[config.mk]
export PLATFORM = sky130hd
export DESIGN_NAME = rfa_bank
export DESIGN_NICKNAME = d
export VERILOG_FILES = /design/src/verilog/rfa_pkg.sv /design/src/verilog/rfa_bank.sv /design/src/verilog/rfa_field.sv
export SDC_FILE = /design/constraint.sdc
export NUM_CORES = 1
export LEC_CHECK = 0
export BUFFER_PORTS_ARGS = -buffer_cell sky130_fd_sc_hd__buf_2
export CELL_PAD_IN_SITES_DETAIL_PLACEMENT = 1
export CELL_PAD_IN_SITES_GLOBAL_PLACEMENT = 2
export CORE_UTILIZATION = 29
export DETAILED_ROUTE_END_ITERATION = 7
export PLACE_DENSITY_LB_ADDON = 0.08
export SYNTH_ARGS = -nofsm -noshare
export SYNTH_HDL_FRONTEND = slang
export SYNTH_SLANG_ARGS = --single-unit
export TNS_END_PERCENT = 30
[constraint.sdc]
create_clock -name clk -period 2.9 [get_ports clk]
set_input_delay 0.58 -clock clk [delete_from_list [all_inputs] [get_ports clk]]
set_output_delay 0.58 -clock clk [all_outputs]
set_load 0.005 [all_outputs]
[src/verilog/rfa_pkg.sv]
package rfa_pkg;

  // ----------------------------------------------------------------
  // Register map of the demonstration bank
  // ----------------------------------------------------------------
  // Offsets are byte increments added to the bank's base address
  localparam logic [11:0] OFS_RC   = 12'h000;
  localparam logic [11:0] OFS_RO   = 12'h004;
  localparam logic [11:0] OFS_RW   = 12'h008;
  localparam logic [11:0] OFS_RWC  = 12'h00C;
  localparam logic [11:0] OFS_W1C  = 12'h010;
  localparam logic [11:0] OFS_W1S  = 12'h014;
  localparam logic [11:0] OFS_WO   = 12'h018;
  localparam int          NUM_REGS = 7;
  localparam int          IDX_RC   = 0;
  localparam int          IDX_RO   = 1;
  localparam int          IDX_RW   = 2;
  localparam int          IDX_RWC  = 3;
  localparam int          IDX_W1C  = 4;
  localparam int          IDX_W1S  = 5;
  localparam int          IDX_WO   = 6;

  // ----------------------------------------------------------------
  // Reset values
  // ----------------------------------------------------------------
  localparam logic [31:0] RST_RC   = 32'h0000_0000;
  localparam logic [31:0] RST_RO   = 32'h0000_0000;
  localparam logic [31:0] RST_RW   = 32'h0000_0000;
  localparam logic [31:0] RST_RWC  = 32'h0000_0000;
  localparam logic [31:0] RST_W1C  = 32'h0000_0000;
  localparam logic [31:0] RST_W1S  = 32'h0000_0000;
  localparam logic [31:0] RST_WO   = 32'h0000_0000;
  // Reserved bits of the read/write register (upper half) read zero
  localparam logic [31:0] MASK_RW  = 32'h0000_FFFF;
  localparam logic [31:0] RD_MEANINGLESS = 32'h0000_0000;

  // ----------------------------------------------------------------
  // Carriers
  // ----------------------------------------------------------------
  typedef struct packed {
    logic        rd;
    logic        wr;
    logic [31:0] addr;
    logic [31:0] wdata;
  } rfa_req_s;

  typedef enum logic [2:0] {
    RFA_RC, RFA_RO, RFA_RW, RFA_RWC, RFA_W1C, RFA_W1S, RFA_WO
  } rfa_kind_e;

endpackage

[src/verilog/rfa_bank.sv]
// What this block does
// Read-clear field returns its value, then hardware clears it to zero.
// Software writes a read-only field's reset value; writes are ignored anyway.
// Read-write field holds and returns the last written value.
// Any write to a write-any-clear register clears it.
// Write one clears that bit only; zero leaves it; others keep values.
// Write-only clear-on-one bit clears on one; reads meaningless.
// Write-one-set field ignores written zeros.
// Writing back read status clears only those; later events stay pending.
// Software preserves reserved bits; hardware reads them as zero.
// Offset is added to the bank's base address for decoding.
// Chip reset loads each field's documented reset value.
// Write-only register acts only on writes; read data meaningless.
// Write one to set bit sets it; other bits unaffected.
module rfa_bank #(
  parameter logic [31:0] BASE_ADDR = 32'h4000_0000
) (
  input  wire logic              clk,
  input  wire logic              reset,
  input  wire logic              ce,
  input  wire rfa_pkg::rfa_req_s req,
  input  wire logic [31:0]       ev_rc,
  input  wire logic [31:0]       ev_rwc,
  input  wire logic [31:0]       ev_w1c,
  input  wire logic [31:0]       ro_val,
  output logic      [31:0]       rdata,
  output logic                   rvalid,
  output logic                   err,
  output logic      [31:0]       rw_out,
  output logic      [31:0]       w1s_out,
  output logic      [31:0]       wo_out
);

  // ----------------------------------------------------------------
  // Address decode
  // ----------------------------------------------------------------
  logic [31:0] rel;
  logic        in_win;
  logic [rfa_pkg::NUM_REGS-1:0] hit;
  logic [31:0] vals [rfa_pkg::NUM_REGS];

  // Offset relative to the base; window is 4 KB
  assign rel    = req.addr - BASE_ADDR;
  assign in_win = (rel[31:12] == 20'h00000);

  always_comb begin
    hit = '0;
    if (in_win && rel[1:0] == 2'h0) begin
      unique case (rel[11:0])
        rfa_pkg::OFS_RC:  hit[rfa_pkg::IDX_RC]  = 1'b1;
        rfa_pkg::OFS_RO:  hit[rfa_pkg::IDX_RO]  = 1'b1;
        rfa_pkg::OFS_RW:  hit[rfa_pkg::IDX_RW]  = 1'b1;
        rfa_pkg::OFS_RWC: hit[rfa_pkg::IDX_RWC] = 1'b1;
        rfa_pkg::OFS_W1C: hit[rfa_pkg::IDX_W1C] = 1'b1;
        rfa_pkg::OFS_W1S: hit[rfa_pkg::IDX_W1S] = 1'b1;
        rfa_pkg::OFS_WO:  hit[rfa_pkg::IDX_WO]  = 1'b1;
        default:          hit = '0;
      endcase
    end
  end

  // ----------------------------------------------------------------
  // Registers
  // ----------------------------------------------------------------
  localparam rfa_pkg::rfa_kind_e KINDS [rfa_pkg::NUM_REGS] = '{
    rfa_pkg::RFA_RC, rfa_pkg::RFA_RO, rfa_pkg::RFA_RW, rfa_pkg::RFA_RWC,
    rfa_pkg::RFA_W1C, rfa_pkg::RFA_W1S, rfa_pkg::RFA_WO};
  localparam logic [31:0] RSTS [rfa_pkg::NUM_REGS] = '{
    rfa_pkg::RST_RC, rfa_pkg::RST_RO, rfa_pkg::RST_RW, rfa_pkg::RST_RWC,
    rfa_pkg::RST_W1C, rfa_pkg::RST_W1S, rfa_pkg::RST_WO};
  localparam logic [31:0] MASKS [rfa_pkg::NUM_REGS] = '{
    32'hFFFF_FFFF, 32'hFFFF_FFFF, rfa_pkg::MASK_RW, 32'hFFFF_FFFF,
    32'hFFFF_FFFF, 32'hFFFF_FFFF, 32'hFFFF_FFFF};

  logic [31:0] sets [rfa_pkg::NUM_REGS];
  always_comb begin
    for (int i = 0; i < rfa_pkg::NUM_REGS; i++) sets[i] = 32'h0000_0000;
    sets[rfa_pkg::IDX_RC]  = ev_rc;
    sets[rfa_pkg::IDX_RWC] = ev_rwc;
    sets[rfa_pkg::IDX_W1C] = ev_w1c;
    sets[rfa_pkg::IDX_WO]  = ev_w1c;
  end

  // One register instance per entry; read-only ignores writes (see)
  for (genvar g = 0; g < rfa_pkg::NUM_REGS; g++) begin : g_reg
    rfa_field #(
      .KIND (KINDS[g]),
      .RST  (RSTS[g]),
      .MASK (MASKS[g])
    ) u_fld (
      .clk    (clk),
      .reset  (reset),
      .ce     (ce),
      .rd_hit (hit[g] & req.rd & ~req.wr),
      .wr_hit (hit[g] & req.wr),
      .wdata  (req.wdata),
      .hw_set (sets[g]),
      .hw_val (ro_val),
      .value  (vals[g])
    );
  end

  // ----------------------------------------------------------------
  // Read path
  // ----------------------------------------------------------------
  logic [31:0] rdata_r, rdata_nxt;
  logic        rvalid_r, rvalid_nxt, err_r, err_nxt;

  // Read returns pre-clear value; write-only reads meaningless zero
  always_comb begin
    rdata_nxt  = rdata_r;
    rvalid_nxt = 1'b0;
    err_nxt    = 1'b0;
    if (req.rd && !req.wr) begin
      rvalid_nxt = 1'b1;
      err_nxt    = ~|hit;
      rdata_nxt  = 32'h0000_0000;
      for (int i = 0; i < rfa_pkg::NUM_REGS; i++)
        if (hit[i]) rdata_nxt = vals[i] & MASKS[i];
      if (hit[rfa_pkg::IDX_WO]) rdata_nxt = rfa_pkg::RD_MEANINGLESS; // see
    end else if (req.wr) begin
      err_nxt = ~|hit;
    end
  end

  always_ff @(posedge clk) begin
    if (reset) begin
      rdata_r  <= 32'h0000_0000;
      rvalid_r <= 1'b0;
      err_r    <= 1'b0;
    end else if (ce) begin
      rdata_r  <= rdata_nxt;
      rvalid_r <= rvalid_nxt;
      err_r    <= err_nxt;
    end
  end

  assign rdata   = rdata_r;
  assign rvalid  = rvalid_r;
  assign err     = err_r;
  assign rw_out  = vals[rfa_pkg::IDX_RW];
  assign w1s_out = vals[rfa_pkg::IDX_W1S];
  assign wo_out  = vals[rfa_pkg::IDX_WO];

  // ----------------------------------------------------------------
  // Assertions
  // ----------------------------------------------------------------
  logic rd_rc, wr_w1c, wr_rwc, wr_w1s, wr_rw, rd_rw, rd_wo, wr_wo;
  assign rd_rc  = ce & req.rd & ~req.wr & hit[rfa_pkg::IDX_RC];
  assign rd_rw  = ce & req.rd & ~req.wr & hit[rfa_pkg::IDX_RW];
  assign rd_wo  = ce & req.rd & ~req.wr & hit[rfa_pkg::IDX_WO];
  assign wr_w1c = ce & req.wr & hit[rfa_pkg::IDX_W1C];
  assign wr_rwc = ce & req.wr & hit[rfa_pkg::IDX_RWC];
  assign wr_w1s = ce & req.wr & hit[rfa_pkg::IDX_W1S];
  assign wr_rw  = ce & req.wr & hit[rfa_pkg::IDX_RW];
  assign wr_wo  = ce & req.wr & hit[rfa_pkg::IDX_WO];

  property p_rc_read;
    @(posedge clk) disable iff (reset)
    rd_rc |=> (rdata == $past(vals[rfa_pkg::IDX_RC])) && (vals[rfa_pkg::IDX_RC] == $past(ev_rc));
  endproperty
  a_rc_read: assert property (p_rc_read) else $error("read-clear field not returned then cleared");

  property p_rw_hold;
    @(posedge clk) disable iff (reset)
    wr_rw ##1 !wr_rw ##1 rd_rw
      |=> rdata == ($past(req.wdata, 3) & rfa_pkg::MASK_RW);
  endproperty
  a_rw_hold: assert property (p_rw_hold) else $error("read-write field lost its value");

  property p_rw_write;
    @(posedge clk) disable iff (reset)
    wr_rw |=> rw_out == ($past(req.wdata) & rfa_pkg::MASK_RW);
  endproperty
  a_rw_write: assert property (p_rw_write) else $error("read-write field did not take the write");

  property p_rwc_clear;
    @(posedge clk) disable iff (reset)
    wr_rwc |=> vals[rfa_pkg::IDX_RWC] == $past(ev_rwc);
  endproperty
  a_rwc_clear: assert property (p_rwc_clear) else $error("write-any-clear did not clear");

  property p_w1c;
    @(posedge clk) disable iff (reset)
    wr_w1c |=> vals[rfa_pkg::IDX_W1C] ==
      (($past(vals[rfa_pkg::IDX_W1C]) & ~$past(req.wdata)) | $past(ev_w1c));
  endproperty
  a_w1c: assert property (p_w1c) else $error("write-one-clear bits wrong");

  property p_w1c_pending;
    @(posedge clk) disable iff (reset)
    ce |=> (vals[rfa_pkg::IDX_W1C] & $past(ev_w1c)) == $past(ev_w1c);
  endproperty
  a_w1c_pending: assert property (p_w1c_pending) else $error("new event lost");

  property p_w1s;
    @(posedge clk) disable iff (reset)
    wr_w1s |=> vals[rfa_pkg::IDX_W1S] == ($past(vals[rfa_pkg::IDX_W1S]) | $past(req.wdata));
  endproperty
  a_w1s: assert property (p_w1s) else $error("write-one-set bits wrong"); // see

  property p_wo_read;
    @(posedge clk) disable iff (reset)
    rd_wo |=> rvalid && rdata == rfa_pkg::RD_MEANINGLESS &&
      ($stable(vals[rfa_pkg::IDX_WO]) || |$past(ev_w1c));
  endproperty
  a_wo_read: assert property (p_wo_read) else $error("write-only register changed on read"); // see

  property p_wo_write;
    @(posedge clk) disable iff (reset)
    wr_wo |=> wo_out == (($past(wo_out) & ~$past(req.wdata)) | $past(ev_w1c));
  endproperty
  a_wo_write: assert property (p_wo_write) else $error("write-only clear bits wrong");

  property p_rw_rsvd;
    @(posedge clk) disable iff (reset)
    rd_rw |=> rdata[31:16] == 16'h0000;
  endproperty
  a_rw_rsvd: assert property (p_rw_rsvd) else $error("reserved bits not zero");

  property p_reset;
    @(posedge clk) reset |=> vals[rfa_pkg::IDX_RW] == rfa_pkg::RST_RW && !rvalid;
  endproperty
  a_reset: assert property (p_reset) else $error("reset value not loaded");

  property p_unmapped;
    @(posedge clk) disable iff (reset)
    (ce && (req.rd || req.wr) && !in_win) |=> err;
  endproperty
  a_unmapped: assert property (p_unmapped) else $error("out-of-window access not flagged");

endmodule

[src/verilog/rfa_field.sv]
// ------------------------------------------------------------------
// One register of configurable access kind
// ------------------------------------------------------------------
module rfa_field #(
  parameter rfa_pkg::rfa_kind_e KIND  = rfa_pkg::RFA_RW,
  parameter logic [31:0]        RST   = 32'h0000_0000,
  parameter logic [31:0]        MASK  = 32'hFFFF_FFFF
) (
  input  wire logic        clk,
  input  wire logic        reset,
  input  wire logic        ce,
  input  wire logic        rd_hit,
  input  wire logic        wr_hit,
  input  wire logic [31:0] wdata,
  input  wire logic [31:0] hw_set,
  input  wire logic [31:0] hw_val,
  output logic      [31:0] value
);

  logic [31:0] val_r;
  logic [31:0] val_nxt;

  // Next value by access kind; hardware events win over software clears
  always_comb begin
    val_nxt = val_r;
    unique case (KIND)
      rfa_pkg::RFA_RC: begin
        if (rd_hit) val_nxt = 32'h0000_0000;
        val_nxt = val_nxt | hw_set;
      end
      rfa_pkg::RFA_RO:  val_nxt = hw_val;                       // writes ignored
      rfa_pkg::RFA_RW: begin
        if (wr_hit) val_nxt = wdata & MASK;
      end
      rfa_pkg::RFA_RWC: begin
        if (wr_hit) val_nxt = 32'h0000_0000;
        val_nxt = val_nxt | hw_set;
      end
      rfa_pkg::RFA_W1C, rfa_pkg::RFA_WO: begin
        if (wr_hit) val_nxt = val_r & ~wdata;                   // see see
        val_nxt = val_nxt | hw_set;
      end
      rfa_pkg::RFA_W1S: begin
        if (wr_hit) val_nxt = val_r | wdata;                    // see
      end
    endcase
  end

  // Register, frozen while the clock enable is low and reset is not asserted
  always_ff @(posedge clk) begin
    if (reset) val_r <= RST;
    else if (ce) val_r <= val_nxt;
  end

  assign value = val_r;

endmodule

# Yosys cells after proc, flatten, opt, wreduce, memory -nomap -nowiden
# Cells that the tools add are included.
[classes]
mul = 0
shifts = 0
n_reduce_logical = 11
mux = 22
n_bitwise = 16
add_sub_neg = 1
div = 0
eq_ne = 6
order_cmp = 0
[ops]
columns = ["cell", "count"]
rows = [
  ["$mux 32", 11],
  ["$or 32x32->32", 5],
  ["$and 32x32->32", 2],
  ["$eq 12x5->1 const B", 3],
  ["$not 32->32", 1],
  ["$sub 32x31->32 const B", 1],
  ["$eq 12x4->1 const B", 2],
  ["$logic_not 20->1", 1],
  ["$eq 12x3->1 const B", 1],
  ["$logic_not 12->1", 1],
  ["$mux 1", 10],
  ["$and 1x1->1", 7],
  ["$mux 7", 1],
  ["$reduce_or 7->1", 1],
  ["$reduce_and 2->1", 3],
  ["$logic_and 1x1->1", 2],
  ["$logic_not 1->1", 2],
  ["$logic_not 2->1", 1],
  ["$not 1->1", 1],
]
[word_totals]
in_bits = 197
latch_bits = 0
romBits = 0
n_memories = 0
wordCells = 66
ff_bits = 242
mem_bits_rw = 0

# Longest topological paths before layout
[logic_depth]
ltp_word = 11
ltp_mapped = 9
ltp_nobuf = 5

# Cells and area by module
# Synthesis repeated with hierarchy kept, for this count alone.
[unflattened]
hier_cells = 1210
hier_area_um2 = 11745.0
[modules_own_cells]
columns = ["mod", "area_each_um2", "cells_each", "n_inst"]
rows = [
  ["rfa_field (g_reg[4].u_fld ...)", 1539.0, 138, 2],
  ["rfa_field (g_reg[0].u_fld ...)", 1487.7, 144, 2],
  ["rfa_bank", 2652.5, 349, 1],
  ["rfa_field (g_reg[1].u_fld)", 1163.6, 103, 1],
  ["rfa_field (g_reg[5].u_fld)", 1018.5, 105, 1],
  ["rfa_field (g_reg[2].u_fld)", 857.1, 89, 1],
]

# Least setup slack after synthesis
# No wires, ideal clock.
[synth_timing]
kind = "input-to-reg"
startpoint = "input port req[49] (netlist name)"
endpoint = "register rdata_r[10], in the netlist rdata[10]"
slack_ps = 615
arrival_ps = 2201
path_stages = 7
setup_ps = 84
n_path_buf = 2
path_cell_list = "nor4_2 and4_4 nand2_4 or4_4 buf_6 buf_6 o31ai_2"
[synth_between]
elab_chain_cells = 11
[synth_rtl]
columns = ["element", "line", "source"]
rows = [
  ["start: declaration", "rfa_bank.sv:21", "input wire rfa_pkg::rfa_req_s req,"],
  ["$sub 32x31->32 (*)", "rfa_bank.sv:43", "assign rel = req.addr - BASE_ADDR;"],
  ["$logic_not 20->1 (*)", "rfa_bank.sv:44", "assign in_win = (rel[31:12] == 20'h00000);"],
  ["$logic_and 1x1->1 (*)", "rfa_bank.sv:48", "if (in_win && rel[1:0] == 2'h0) begin"],
  ["$mux 7 (*)", "rfa_bank.sv:48", ""],
  ["$mux 32 (6 in series)", "rfa_bank.sv:119", "if (hit[i]) rdata_nxt = vals[i] & MASKS[i];"],
  ["$mux 32 (*)", "rfa_bank.sv:120", "if (hit[rfa_pkg::IDX_WO]) rdata_nxt = rfa_pkg::RD_MEANINGLESS;"],
  ["end signal: assignment", "rfa_bank.sv:132", "rdata_r <= rdata_nxt;"],
  ["end: declaration", "rfa_bank.sv:106", "logic [31:0] rdata_r, rdata_nxt;"],
]
# Every way passes the cells marked *; elsewhere a longest branch is shown, timed or not.
# A chain may end at the register's enable or synchronous reset.

# Final worst setup path
[layout_timing]
startpoint = "input port req[52] (netlist name)"
endpoint = "register rdata_r[6], in the netlist rdata[6]"
# Same word-level chain as after synthesis.

==> results.txt <==
CTS Buf Count: 29
Mapped Area: 0.00989 mm^2
MaxCap Viol Count: 0
Power Total: 0.00755 W
First-pass GRT wire length: 55800 um
Worst-path clk slew: 0.06 ns
RSZ-0062 raised after global routing: no
Post-CTS Setup Inserts: 0
Final ANT Viol Nets: 0
Final estimated routing congestion in global placement: 0.785
Post-DP HPWL: 26800 um
Peak VDD IR: 396 uV
Number of synthesized flops with an enable pin: 0
Clk root buf: clkbuf_16
Synth async-reset ratio: 0
Synth Flop Type: dfxtp_1
Final clock skew: 0.00864 ns
DR vias: 9175
Slew Viols, Final: 0
Nets: 1574
Die Y-Extent: 187 um
P_leak: 5.61 nW
Die Wd: 187 um
Largest area contributor in the netlist: dfxtp_1
CTS Buffer Depth: 3
Clk sink count: 242
CP Data Required Time: 3.34 ns
Worst-Margin Slew: 1.13 ns
Crit path arrival time: 2.46 ns
Post-synth cell types: 42
H-tree levels: 1
Number of global-route vias before repair: 9686
Final Setup Violations: 0
Via density: 4.98
Yosys reg bits: 242
Ys Warns: 0
Status: complete, no violations
Slew HR: 0.246
Syn Area/Cell: 8.95 um^2
Global route overflow: 0
Effective utilization at floorplan: 0.295
Cts hold-fix bufs: 0
Post-layout util: 0.378
Routed len/inst: 20.1 um
Type of the worst min-delay path: input pin to flip-flop
Post-CTS sizing: 0
Pre-antenna DRT Iters: 4
Layout Area Growth over Synthesis: 28.2%
Die area: 0.0349 mm^2
Pwr per Cell Area: 595 mW/mm^2
Most common cell after layout, fill and taps aside: buf_2
Gr usage total: 0.206
Tmin final: 2.02 ns
Share of the synthesized area in the top cell type: 0.490
Site Rows: 67
Clock Latency Late Sink: 0.54 ns
Drt total wl: 37000 um
Worst-path fanout max: 16
DR iter-0 viols: 431
DRC Markers: 0
Synth top area cells: dfxtp_1 49%, mux2i_1 8.1%, nor2_1 6.3%, a21oi_1 5.8%, a22o_1 4.2%
Mapped Cells: 1106
IO Pins: 327
Final worst-path cycle share: 0.697
Ratio of cells with drive above 1 in the final layout: 0.289
Setup TNS: 0 ns
Nature of the critical path endpoint: flip-flop
Largest net degree at the start of global routing: 99
Max Freq: 0.494 GHz
Initial antenna violation count: 1
Final Hold Fails: 0
Startpoint types: input pin
Commonest cells after routing, fill and taps aside: 308 x buf_2, 242 x dfxtp_1, 165 x nor2_1
Core ar.: 0.0335 mm^2
Crit Path Class: input pin to flip-flop
# port buffers: 310
Seq/Total Area, Yosys: 0.490
CTS tree: yes
[cell type report]
| type | instances | area (um^2) |
|---|---|---|
| antenna | 1 | 2.50 |
| clock buffer | 42 | 835 |
| clock inverter | 4 | 20.0 |
| fill | 4009 | 20800 |
| inverter | 1 | 3.75 |
| multi-input combinational | 765 | 4610 |
| sequential | 242 | 4840 |
| tap | 448 | 561 |
| timing repair buffer | 338 | 1810 |
[worst max-delay path, stage by stage]
cell,delay (ns)
buf_2,0.10
nor4_2,0.30
and3_1,0.41
nand2_4,0.07
or4_4,0.66
o31ai_2,0.31
[metal layers]
| layer | vias up | global-route usage | wire length (um) | share of wire |
|---|---|---|---|---|
| li1 | 4452 | - | - | - |
| met1 | 4411 | 0.234 | 14900 | 0.40 |
| met2 | 248 | 0.376 | 18700 | 0.51 |
| met3 | 62 | 0.0521 | 2240 | 0.061 |
| met4 | 2 | 0.0653 | 1160 | 0.031 |
| met5 | - | 0 | 8 | 0.00022 |
[cells by family after synthesis]
kind of cell | count (synthesis) | synth area share
simple gates | 329 | 0.147
flops | 242 | 0.490
mux | 80 | 0.0809
other cells | 1 | 0.000379
compound gates | 340 | 0.229
buf+inv | 114 | 0.0526
[cell usage after synthesis (18+ instances only)]
| cell | count |
|---|---|
| nand2_1 | 81 |
| clkbuf_1 | 75 |
| a22o_1 | 47 |
| a22oi_1 | 33 |
| mux2i_1 | 80 |
| nor3_1 | 18 |
| o21ai_0 | 65 |
| nand3_1 | 36 |
| nor2_1 | 165 |
| a21oi_1 | 114 |
| buf_4 | 18 |
| dfxtp_1 | 242 |
[path summary, 6_finish.rpt]
kind	startpoint	endpoint	slack (ns)	cells past startpoint
max	req[52]	rdata[6]	0.88	6
min	ev_rwc[31]	g_reg[3].u_fld.value[31]	0.26	2
max reg2reg	g_reg[1].u_fld.value[19]	rdata[19]	1.74	5
min reg2reg	rdata[17]	rdata[17]	0.45	2
[registers in the layout (all words and copies together) (netlist names)]
| signal | cells |
|---|---|
| g.u_fld.value | 208 |
| rdata | 32 |
| err | 1 |
| rvalid | 1 |
[per-stage QoR]
stage          std cells  area, um^2  hold slack, ns  setup slack (ns)
2_1_floorplan       1121        9950           0.443             0.615
3_3_place_gp        1794       11800           0.431             0.371
3_5_place_dp        1794       11800           0.444             0.328
4_1_cts             1840       12700           0.227             0.893
5_1_grt             1840       12700           0.251             0.813
6_report            1841       12700           0.256             0.878
[where the power goes]
group | total [W] | internal [W] | switching, W
registers | 0.00357 | 0.00348 | 0.0000878
clock network | 0.00334 | 0.00196 | 0.00138
logic | 0.000647 | 0.000290 | 0.000357
total | 0.00755 | 0.00573 | 0.00182
Power figures use the tool's default switching activity.
